**config.mk**
```make
export PLATFORM = sky130hd
export DESIGN_NAME = counter_timer_unit
export DESIGN_NICKNAME = d
export VERILOG_FILES = /design/src/rtl/ctc_pkg.sv /design/src/rtl/counter_timer_unit.sv
export VERILOG_INCLUDE_DIRS = /design/src /design/src/rtl
export SDC_FILE = /design/constraint.sdc
export NUM_CORES = 1
export LEC_CHECK = 0
export ABC_AREA = 1
export BUFFER_PORTS_ARGS = -buffer_cell sky130_fd_sc_hd__buf_4
export CAP_MARGIN = 20
export CORE_UTILIZATION = 52
export CTS_CLUSTER_DIAMETER = 30
export CTS_CLUSTER_SIZE = 12
export DETAILED_ROUTE_END_ITERATION = 12
export GPL_ROUTABILITY_DRIVEN = 1
export PLACE_DENSITY = 0.71
export SLEW_MARGIN = 20
export SYNTH_ARGS = -nofsm -noshare
export SYNTH_HDL_FRONTEND = slang
export SYNTH_SLANG_ARGS = --single-unit
export TNS_END_PERCENT = 10
```
**constraint.sdc**
```tcl
create_clock -name pclk -period 1.9 [get_ports pclk]
set_input_delay 0.38 -clock pclk [delete_from_list [all_inputs] [get_ports pclk]]
set_output_delay 0.38 -clock pclk [all_outputs]
set_load 0.05 [all_outputs]
```
**src/rtl/ctc_regs.svh**
```systemverilog
// register offsets, field positions, reset values and timing counts of the counter/timer channels
// included by the package-using design file; definitions only
`ifndef TIMER_UNIT_REGS_SVH
`define TIMER_UNIT_REGS_SVH
`define CH0_PORT_OFS      12'h000
`define CH1_PORT_OFS      12'h004
`define CH2_PORT_OFS      12'h008
`define CH3_PORT_OFS      12'h00C
`define IRQ_STATUS_OFS    12'h010
`define IRQ_MASK_OFS      12'h014
`define CH_STATE_OFS      12'h018
`define VEC_READ_OFS      12'h01C
`define CW_IS_CONTROL     0
`define CW_STOP           1
`define CW_TC_FOLLOWS     2
`define CW_TRIG_SELECT    3
`define CW_EDGE_RISE      4
`define CW_PRESCALE_256   5
`define CW_COUNTER_MODE   6
`define CW_INT_ENABLE     7
`define CW_RESET_VAL      8'h03
`define VEC_RESET_VAL     8'h00
`define PRESCALE_SMALL    8'h0F
`define PRESCALE_LARGE    8'hFF
`define TRIG_DELAY_NS     8
`define TRIG_DELAY_CYC    ((`TRIG_DELAY_NS + 3) / 4)
`endif

```
**src/rtl/ctc_pkg.sv**
```systemverilog
// types shared by the counter/timer channel control block
// no assumptions beyond a SystemVerilog compiler
package timer_unit_pkg;
  typedef enum logic [3:0] {
    CH_STOPPED = 4'h1,
    CH_WAIT_TC = 4'h2,
    CH_WAIT_TRG = 4'h4,
    CH_RUN = 4'h8
  } ch_state_t;

  typedef struct packed {
    logic       int_enable;
    logic       counter_mode;
    logic       prescale_256;
    logic       edge_rise;
    logic       trig_select;
    logic       tc_follows;
    logic       stop;
    logic       is_control;
  } ctrl_word_t;

  typedef struct packed {
    logic       ack;
    logic [7:0] vector;
  } vec_answer_t;
endpackage

```
**src/rtl/counter_timer_unit.sv**
```systemverilog
// four-channel counter/timer control: stop/restart, time constants, vector
// assumes an APB master on pclk, a synchronous external_count_trigger_input
//
// Added by the designer: the APB slave port and the address map.
`timescale 1ns/1ps
`include "ctc_regs.svh"
module counter_timer_unit
  import timer_unit_pkg::*;
(
  // clock, reset and freeze
  input  wire logic        pclk,
  input  wire logic        presetn,
  input  wire logic        clk_en,
  // apb slave
  input  wire logic        psel,
  input  wire logic        penable,
  input  wire logic        pwrite,
  input  wire logic [11:0] paddr,
  input  wire logic [31:0] pwdata,
  output logic      [31:0] prdata,
  output logic             pready,
  output logic             pslverr,
  // trigger or count inputs, one per channel
  input  wire logic [3:0]  external_count_trigger_input,
  // vectored acknowledge and observation
  input  wire logic        int_ack,
  output logic      [7:0]  ack_vector,
  output logic             ack_valid,
  output logic             irq,
  output logic      [3:0]  zero_pulse
);

  // decode of a channel port address, returns channel number or 4 when none
  // only the four aligned port words match; anything else is not a channel
  // port and falls to the shared registers or to the error answer
  function automatic logic [2:0] chan_of(input logic [11:0] a);
    unique case (a)
      `CH0_PORT_OFS: chan_of = 3'd0;
      `CH1_PORT_OFS: chan_of = 3'd1;
      `CH2_PORT_OFS: chan_of = 3'd2;
      `CH3_PORT_OFS: chan_of = 3'd3;
      default:       chan_of = 3'd4;
    endcase
  endfunction

  // highest-priority set bit, channel 0 first
  // lower channel numbers are tested last so that they win
  // the result is only used while at least one bit is set
  function automatic logic [1:0] prio_of(input logic [3:0] r);
    prio_of = 2'd3;
    if (r[3]) prio_of = 2'd3;
    if (r[2]) prio_of = 2'd2;
    if (r[1]) prio_of = 2'd1;
    if (r[0]) prio_of = 2'd0;
  endfunction

  // written constant to down-counter load value; zero stands for 256
  function automatic logic [8:0] full_count(input logic [7:0] v);
    if (v == 8'h00)
      full_count = 9'd256;
    else
      full_count = {1'b0, v};
  endfunction

  // bus decode, shared registers and per-channel summaries
  // the _reg/_next pairs are registered together in one process
  logic        wr_acc;
  logic        rd_acc;
  logic [2:0]  wr_ch;
  logic        mapped;
  logic [7:0]  vec_reg;
  logic [7:0]  vec_next;
  logic [3:0]  stat_reg;
  logic [3:0]  stat_next;
  logic [3:0]  mask_reg;
  logic [3:0]  mask_next;
  logic [7:0]  ackv_reg;
  logic [7:0]  ackv_next;
  logic        ackd_reg;
  logic        ackd_next;
  logic [31:0] rd_mux;
  logic [3:0]  zero_hit;
  logic [3:0]  running;
  logic [3:0]  trg_prev_reg;

  assign wr_acc  = psel & penable & pwrite & clk_en;
  // writes act at the access edge; reads are looked up in the setup cycle
  // so that prdata already stands from a flip-flop when pready is sampled
  assign rd_acc  = psel & ~penable & ~pwrite;
  assign wr_ch   = chan_of(paddr);
  assign mapped  = (wr_ch != 3'd4) || paddr == `IRQ_STATUS_OFS || paddr == `IRQ_MASK_OFS
                   || paddr == `CH_STATE_OFS || paddr == `VEC_READ_OFS;
  // every transfer is answered at once; unmapped offsets report an error
  assign pready  = 1'b1;
  assign pslverr = psel & penable & ~mapped;

  logic [3:0] tc_pend;

  // shared write decodes; the vector write needs channel 0 free of a pending
  // constant, otherwise that byte belongs to the constant
  logic       stat_clr;
  logic       mask_wr;
  logic       vec_wr;
  assign stat_clr = wr_acc && paddr == `IRQ_STATUS_OFS;
  assign mask_wr  = wr_acc && paddr == `IRQ_MASK_OFS;
  assign vec_wr   = wr_acc && wr_ch == 3'd0 && !pwdata[`CW_IS_CONTROL] && !tc_pend[0];

  // per-channel control, time constant and down-counter
  // each channel sits in one of four one-hot states: stopped, waiting for
  // its constant, waiting for a trigger edge, or running
  // a channel left running with a zero count wraps on its first tick, so
  // software must load a constant before it starts a channel
  genvar g;
  generate
    for (g = 0; g < 4; g++) begin : g_ch
      ch_state_t  st_reg,  st_next;
      ctrl_word_t cw_reg,  cw_next;
      logic [7:0] tc_reg,  tc_next;
      logic [8:0] cnt_reg, cnt_next;
      logic [7:0] pre_reg, pre_next;
      logic       pend_reg, pend_next;
      logic [1:0] dly_reg, dly_next;
      logic       wr_here;
      logic       trg_edge;
      logic       tick;
      logic [8:0] tc_full;
      logic [7:0] pre_reload;

      assign wr_here  = wr_acc && wr_ch == 3'(g);
      // edge detector; its history resets low like an idle input, so reset
      // itself never shows as an edge
      assign trg_edge = cw_reg.edge_rise ? (external_count_trigger_input[g] & ~trg_prev_reg[g])
                                         : (~external_count_trigger_input[g] & trg_prev_reg[g]);
      assign tc_full  = full_count(tc_reg);
      // the prescaler divides by 16 or by 256; its reload value is one less
      // because it counts down to zero and ticks there
      // it runs only while the channel runs, so a frozen or stopped channel
      // resumes from where its prescaler stood
      assign pre_reload = cw_reg.prescale_256 ? `PRESCALE_LARGE : `PRESCALE_SMALL;
      assign tc_pend[g] = pend_reg;
      assign running[g] = st_reg == CH_RUN;
      // timer ticks from the prescaler, counter ticks from the trigger edge
      assign tick = cw_reg.counter_mode ? trg_edge : (pre_reg == 8'h00);
      // the last tick of a count is the zero event
      assign zero_hit[g] = st_reg == CH_RUN && tick && cnt_reg == 9'd1;

      // next state of one channel: counting first, bus writes override
      always_comb begin
        st_next   = st_reg;
        cw_next   = cw_reg;
        tc_next   = tc_reg;
        cnt_next  = cnt_reg;
        pre_next  = pre_reg;
        pend_next = pend_reg;
        dly_next  = dly_reg;
        unique case (st_reg)
          CH_RUN: begin
            // timer mode reloads the prescaler each time it empties
            if (!cw_reg.counter_mode) begin
              if (pre_reg == 8'h00)
                pre_next = pre_reload;
              else
                pre_next = pre_reg - 8'h01;
            end
            // at one the tick reloads from the constant register
            if (tick) begin
              if (cnt_reg == 9'd1)
                cnt_next = tc_full;
              else
                cnt_next = cnt_reg - 9'd1;
            end
          end
          CH_WAIT_TRG: begin
            // edges inside the settling delay after a load are ignored
            if (dly_reg != 2'd0)
              dly_next = dly_reg - 2'd1;
            else if (trg_edge)
              st_next = CH_RUN;
          end
          CH_WAIT_TC: begin
            // held until the constant write below
            st_next = st_reg;
          end
          CH_STOPPED: begin
            // held until a control word or a pending constant write below
            st_next = st_reg;
          end
        endcase
        // a write while a constant is pending is always the constant
        if (wr_here && pend_reg) begin
          tc_next   = pwdata[7:0];
          pend_next = 1'b0;
          // a running channel keeps its count and takes the constant at zero
          if (st_reg != CH_RUN) begin
            cnt_next = full_count(pwdata[7:0]);
            pre_next = pre_reload;
            dly_next = 2'(`TRIG_DELAY_CYC);
            if (cw_reg.trig_select && !cw_reg.counter_mode)
              st_next = CH_WAIT_TRG;
            else
              st_next = CH_RUN;
          end
        end else if (wr_here && pwdata[`CW_IS_CONTROL]) begin
          // a control word stores its settings; stop only halts the count
          cw_next   = ctrl_word_t'(pwdata[7:0]);
          pend_next = pwdata[`CW_TC_FOLLOWS];
          if (pwdata[`CW_STOP])
            st_next = pwdata[`CW_TC_FOLLOWS] ? CH_WAIT_TC : CH_STOPPED;
          else if (st_reg == CH_STOPPED && !pwdata[`CW_TC_FOLLOWS])
            st_next = CH_RUN;
          else
            st_next = st_reg;
        end
      end

      // registers of one channel
      // clk_en low freezes every field, so a frozen channel neither counts
      // nor loses a pending constant
      always_ff @(posedge pclk or negedge presetn) begin
        if (!presetn) begin
          st_reg   <= CH_STOPPED;
          cw_reg   <= ctrl_word_t'(`CW_RESET_VAL);
          tc_reg   <= 8'h00;
          cnt_reg  <= 9'd0;
          pre_reg  <= 8'h00;
          pend_reg <= 1'b0;
          dly_reg  <= 2'd0;
        end else if (clk_en) begin
          st_reg   <= st_next;
          cw_reg   <= cw_next;
          tc_reg   <= tc_next;
          cnt_reg  <= cnt_next;
          pre_reg  <= pre_next;
          pend_reg <= pend_next;
          dly_reg  <= dly_next;
        end
      end
      // set by a zero with interrupts on, cleared by a one written to status;
      // when both fall in one cycle the set wins
      assign stat_next[g] = (zero_hit[g] & cw_reg.int_enable) |
                            (stat_reg[g] & ~(stat_clr & pwdata[g]));
    end
  endgenerate

  // shared vector, mask, acknowledge answer
  // bits 2..0 of the stored vector are kept but never delivered
  always_comb begin
    vec_next  = vec_reg;
    mask_next = mask_reg;
    ackv_next = ackv_reg;
    ackd_next = 1'b0;
    if (vec_wr) begin
      vec_next = pwdata[7:0];
    end
    if (mask_wr) begin
      mask_next = pwdata[3:0];
    end
    // answer an acknowledge only while an unmasked request stands;
    // the answer is a one-cycle pulse with the vector registered beside it
    if (int_ack && |(stat_reg & mask_reg)) begin
      ackv_next = {vec_reg[7:3], prio_of(stat_reg & mask_reg), 1'b0};
      ackd_next = 1'b1;
    end
  end

  // shared registers
  // prdata is loaded in the setup cycle of a read and then stands through
  // the access phase; the trigger history feeds all four edge detectors
  // clk_en low holds all of it
  always_ff @(posedge pclk or negedge presetn) begin
    if (!presetn) begin
      vec_reg      <= `VEC_RESET_VAL;
      stat_reg     <= 4'h0;
      mask_reg     <= 4'h0;
      ackv_reg     <= 8'h00;
      ackd_reg     <= 1'b0;
      trg_prev_reg <= 4'h0;
      prdata       <= 32'h0000_0000;
      zero_pulse   <= 4'h0;
    end else if (clk_en) begin
      vec_reg      <= vec_next;
      stat_reg     <= stat_next;
      mask_reg     <= mask_next;
      ackv_reg     <= ackv_next;
      ackd_reg     <= ackd_next;
      trg_prev_reg <= external_count_trigger_input;
      prdata       <= rd_mux;
      zero_pulse   <= zero_hit;
    end
  end

  // read data for the readback registers; channel ports are write-only
  // outside a read setup cycle the last value is held
  always_comb begin
    rd_mux = prdata;
    if (rd_acc) begin
      unique case (paddr)
        `IRQ_STATUS_OFS: rd_mux = {28'h0, stat_reg};
        `IRQ_MASK_OFS:   rd_mux = {28'h0, mask_reg};
        `CH_STATE_OFS:   rd_mux = {24'h0, tc_pend, running};
        `VEC_READ_OFS:   rd_mux = {24'h0, vec_reg};
        default:         rd_mux = 32'h0000_0000;
      endcase
    end
  end

  // limitations worth knowing:
  // - the prescaler only runs while the channel runs, so the first timer
  //   tick after a load comes one full prescaler period later
  // - a control word without a constant started from reset counts down from
  //   zero and wraps, so a constant should be loaded first
  // - edges on a trigger input during the settling delay after a load are
  //   dropped, not held over
  // - an acknowledge with nothing unmasked pending gives no answer; the
  //   last vector stays on ack_vector
  // - a write while clk_en is low is lost although pready answers it

  // level interrupt and the registered acknowledge answer
  assign irq        = |(stat_reg & mask_reg);
  assign ack_vector = ackv_reg;
  assign ack_valid  = ackd_reg;
endmodule

```
==> reports/metrics.cfg <==
[yosys]
synthCells=1668
syn_area_per_cell_um2=6.99
async_flop_share_pct=100
synth_edf_count=0
synth_area_um2=11700
synth.largest_area_cell=dfrtp_1
synth-seq-cells=188
yosysWarnings=0
synth_area_leaders=dfrtp_1, nand2_1, o21ai_0, nand3_1, inv_1
synth_seq_area_share_pct=40.4
synth_ff_type=dfrtp_1
synthTopCellsByCount=nand2_1, dfrtp_1, inv_1
synth_most_common_cell=nand2_1
synth_cell_types=48
synth_top_area_share_pct=39.5

[sta]
hold_violations=0
tightest_slew_ns=0.532
fin_ws_ns=0.0701
max_slew_margin_pct=64.4
rsz0062_at_grt=true
finalSetupViolations=0
clock.fmax_mhz=546
fin_crit_sh_pct=96.3
maxSlewViolCount=0
skew_ns=0.00958
min_period_ns=1.83
final.setup.tns_ns=0

[grt]
grt_max_degree=50
gr-total-overflow=0
globalRouteTotalUtil_pct=29.5
grt_pass1_vias=10700
antenna_found_initial=0
grt_pass1_wl_um=52700

[cts]
htree_num_levels=4
tritoncts=built
clock_latency_ns=0.44
cts_inserted_buffers=17
clk_pin_slew_ns=0.08
clock-sinks=188
clockBufferDepth=2
root_buffer=clkbuf_16

[routing]
vias_per_cell=5.41
final_antenna_net_count=0
wire_per_inst_um=15.4
drt_iter0_drc=876
drt_drc_violations_left=0
drtPass1Iterations=6
routed_wl_um=32500
num_vias=11400

[worst_setup_path]
cp_max_fo=3
startpoint_type=register
crit_type=reg2out
slowest_stage=dfrtp_1
crit_path_end_kind=output port
crit_path_max_incr_delay_ns=0.41
required_ns=1.52
critPathArrivalTime_ns=1.45
crit_chain=nand2_1, o21ai_1, nor2_1, inv_1, buf_4

[floorplan]
core_um2=21900
ioPinCount=103
std_cell_rows=54
die_x_um=152
die_area_um2=23000
start_util_pct=53.2
die_y_um=152

[power]
post-layout-total-power_mw=11.6
peakVddDrop_v=0.000573
p_leak_nw=6.90
powerDensity_nw_per_um2=837

[placement]
dp_slack_ns=-0.169
dp_hpwl_um=23500
port_buffers=52
place_area_um2=13000
place.gp.congestion=0.953

[cells_and_area]
antenna_cells=0
design_area_um2=13800
multi_input_area_um2=6020
ff_latch_area_um2=4710
layout-drive-gt1-share_pct=15.6
nFillCells=1996
nets=1878
area_growth_syn_to_layout_pct=18.6
largest_reg_flops=36

[status]
status=complete, no violations

[hold_path]
hold_path.class=in2reg

[run]
max_cap_violations=0

report_power, final:
part           switching [mW]  internal (mW)
clock                    1.67           2.24
combinational            1.81           1.08
sequential              0.385           4.38
metrics by stage:
step | std cells | hold slack [ns] | util [%]
floorplan | 1692 | 0.0844 | -
global placement | 2065 | 0.321 | 59.5
detailed placement | 2065 | 0.324 | 59.5
CTS | 2097 | 0.152 | 62.6
global route | 2103 | 0.166 | 63.1
finish | 2103 | 0.162 | 63.1
metal layers:
metal	track usage [%]	up-vias	part of all wire, %	wire length [um]
li1	-	5646	-	-
met1	39.5	5326	45	14600
met2	48.4	347	47	15400
met3	4.58	54	5.3	1720
met4	10.0	0	2.3	746
met5	0	-	0	0
what timing repair did:
action	4_1_cts	5_1_grt
setup endpoints to repair	1	47
buffers inserted	0	5
pin swaps	0	3
cloned	0	1
resized for setup	4	26
hold buffers	1	0
hold endpoints to repair	31	0
worst max-delay path: cells and delay by family, from the launching register on:
family | cells | cell delay, ns
DFF | 1 | 0.41
AOI/OAI and AO/OA | 1 | 0.09
and+or+nand+nor | 2 | 0.27
buffers and inverters | 2 | 0.24
final timing paths:
kind / slack, ns / end / startpoint / cells past startpoint
max: 0.07 / irq / stat_reg[1]$_DFFE_PN0P_ / 5
min: 0.16 / trg_prev_reg[2]$_DFFE_PN0P_ / external_count_trigger_input[2] / 3
max reg2reg: 0.07 / g_ch[1].cnt_reg[1]$_DFFE_PN0P_ / g_ch[1].st_reg[1]$_DFFE_PN0P_ / 10
min reg2reg: 0.49 / g_ch[1].cw_reg[3]$_DFFE_PN0P_ / g_ch[1].cw_reg[3]$_DFFE_PN0P_ / 2
max in group asynchronous: 0.83 / g_ch[3].st_reg[0]$_DFFE_PN1P_ / presetn / 3
min in group asynchronous: 0.41 / g_ch[1].pre_reg[4]$_DFFE_PN0P_ / presetn / 2
layout make-up:
type | count | area share, %
Clock inverter | 13 | 1.46
Sequential cell | 188 | 34.1
Inverter | 177 | 4.85
Tap cell | 280 | 2.54
Timing Repair Buffer | 176 | 10.4
Clock buffer | 18 | 3.11
Multi-Input combinational cell | 1251 | 43.6
layout by cell type, fill, tap and decap left out, types with 8 or more instances in the layout:
master	instances
nand2_1	512
dfrtp_1	184
inv_1	166
buf_4	163
o21ai_0	144
nor2_1	142
nand3_1	140
a21oi_1	62
o21ai_1	37
conb_1	26
nor3_1	21
o22ai_1	17
nand4_1	17
clkbuf_16	17
nor2_2	13
a22oi_1	12
xor2_1	12
nand2_2	11
o211ai_1	11
ha_1	10
inv_2	8
nor2_4	8
nor3_2	8
logic make-up (layout without fill, tap and decap cells):
family	count (synthesis)	after routing	share of synthesized area, %
flip-flops	188	188	40.4
AO/OA/AOI/OAI	292	292	13.5
AND/OR/NAND/NOR	906	907	34.3
buffers and inverters	254	384	9.46
XOR/XNOR	14	14	1.05
adder cells (fa/ha/maj)	12	12	1.29
other	2	26	0.0645
No activity file was read; power rests on OpenSTA's default activity.
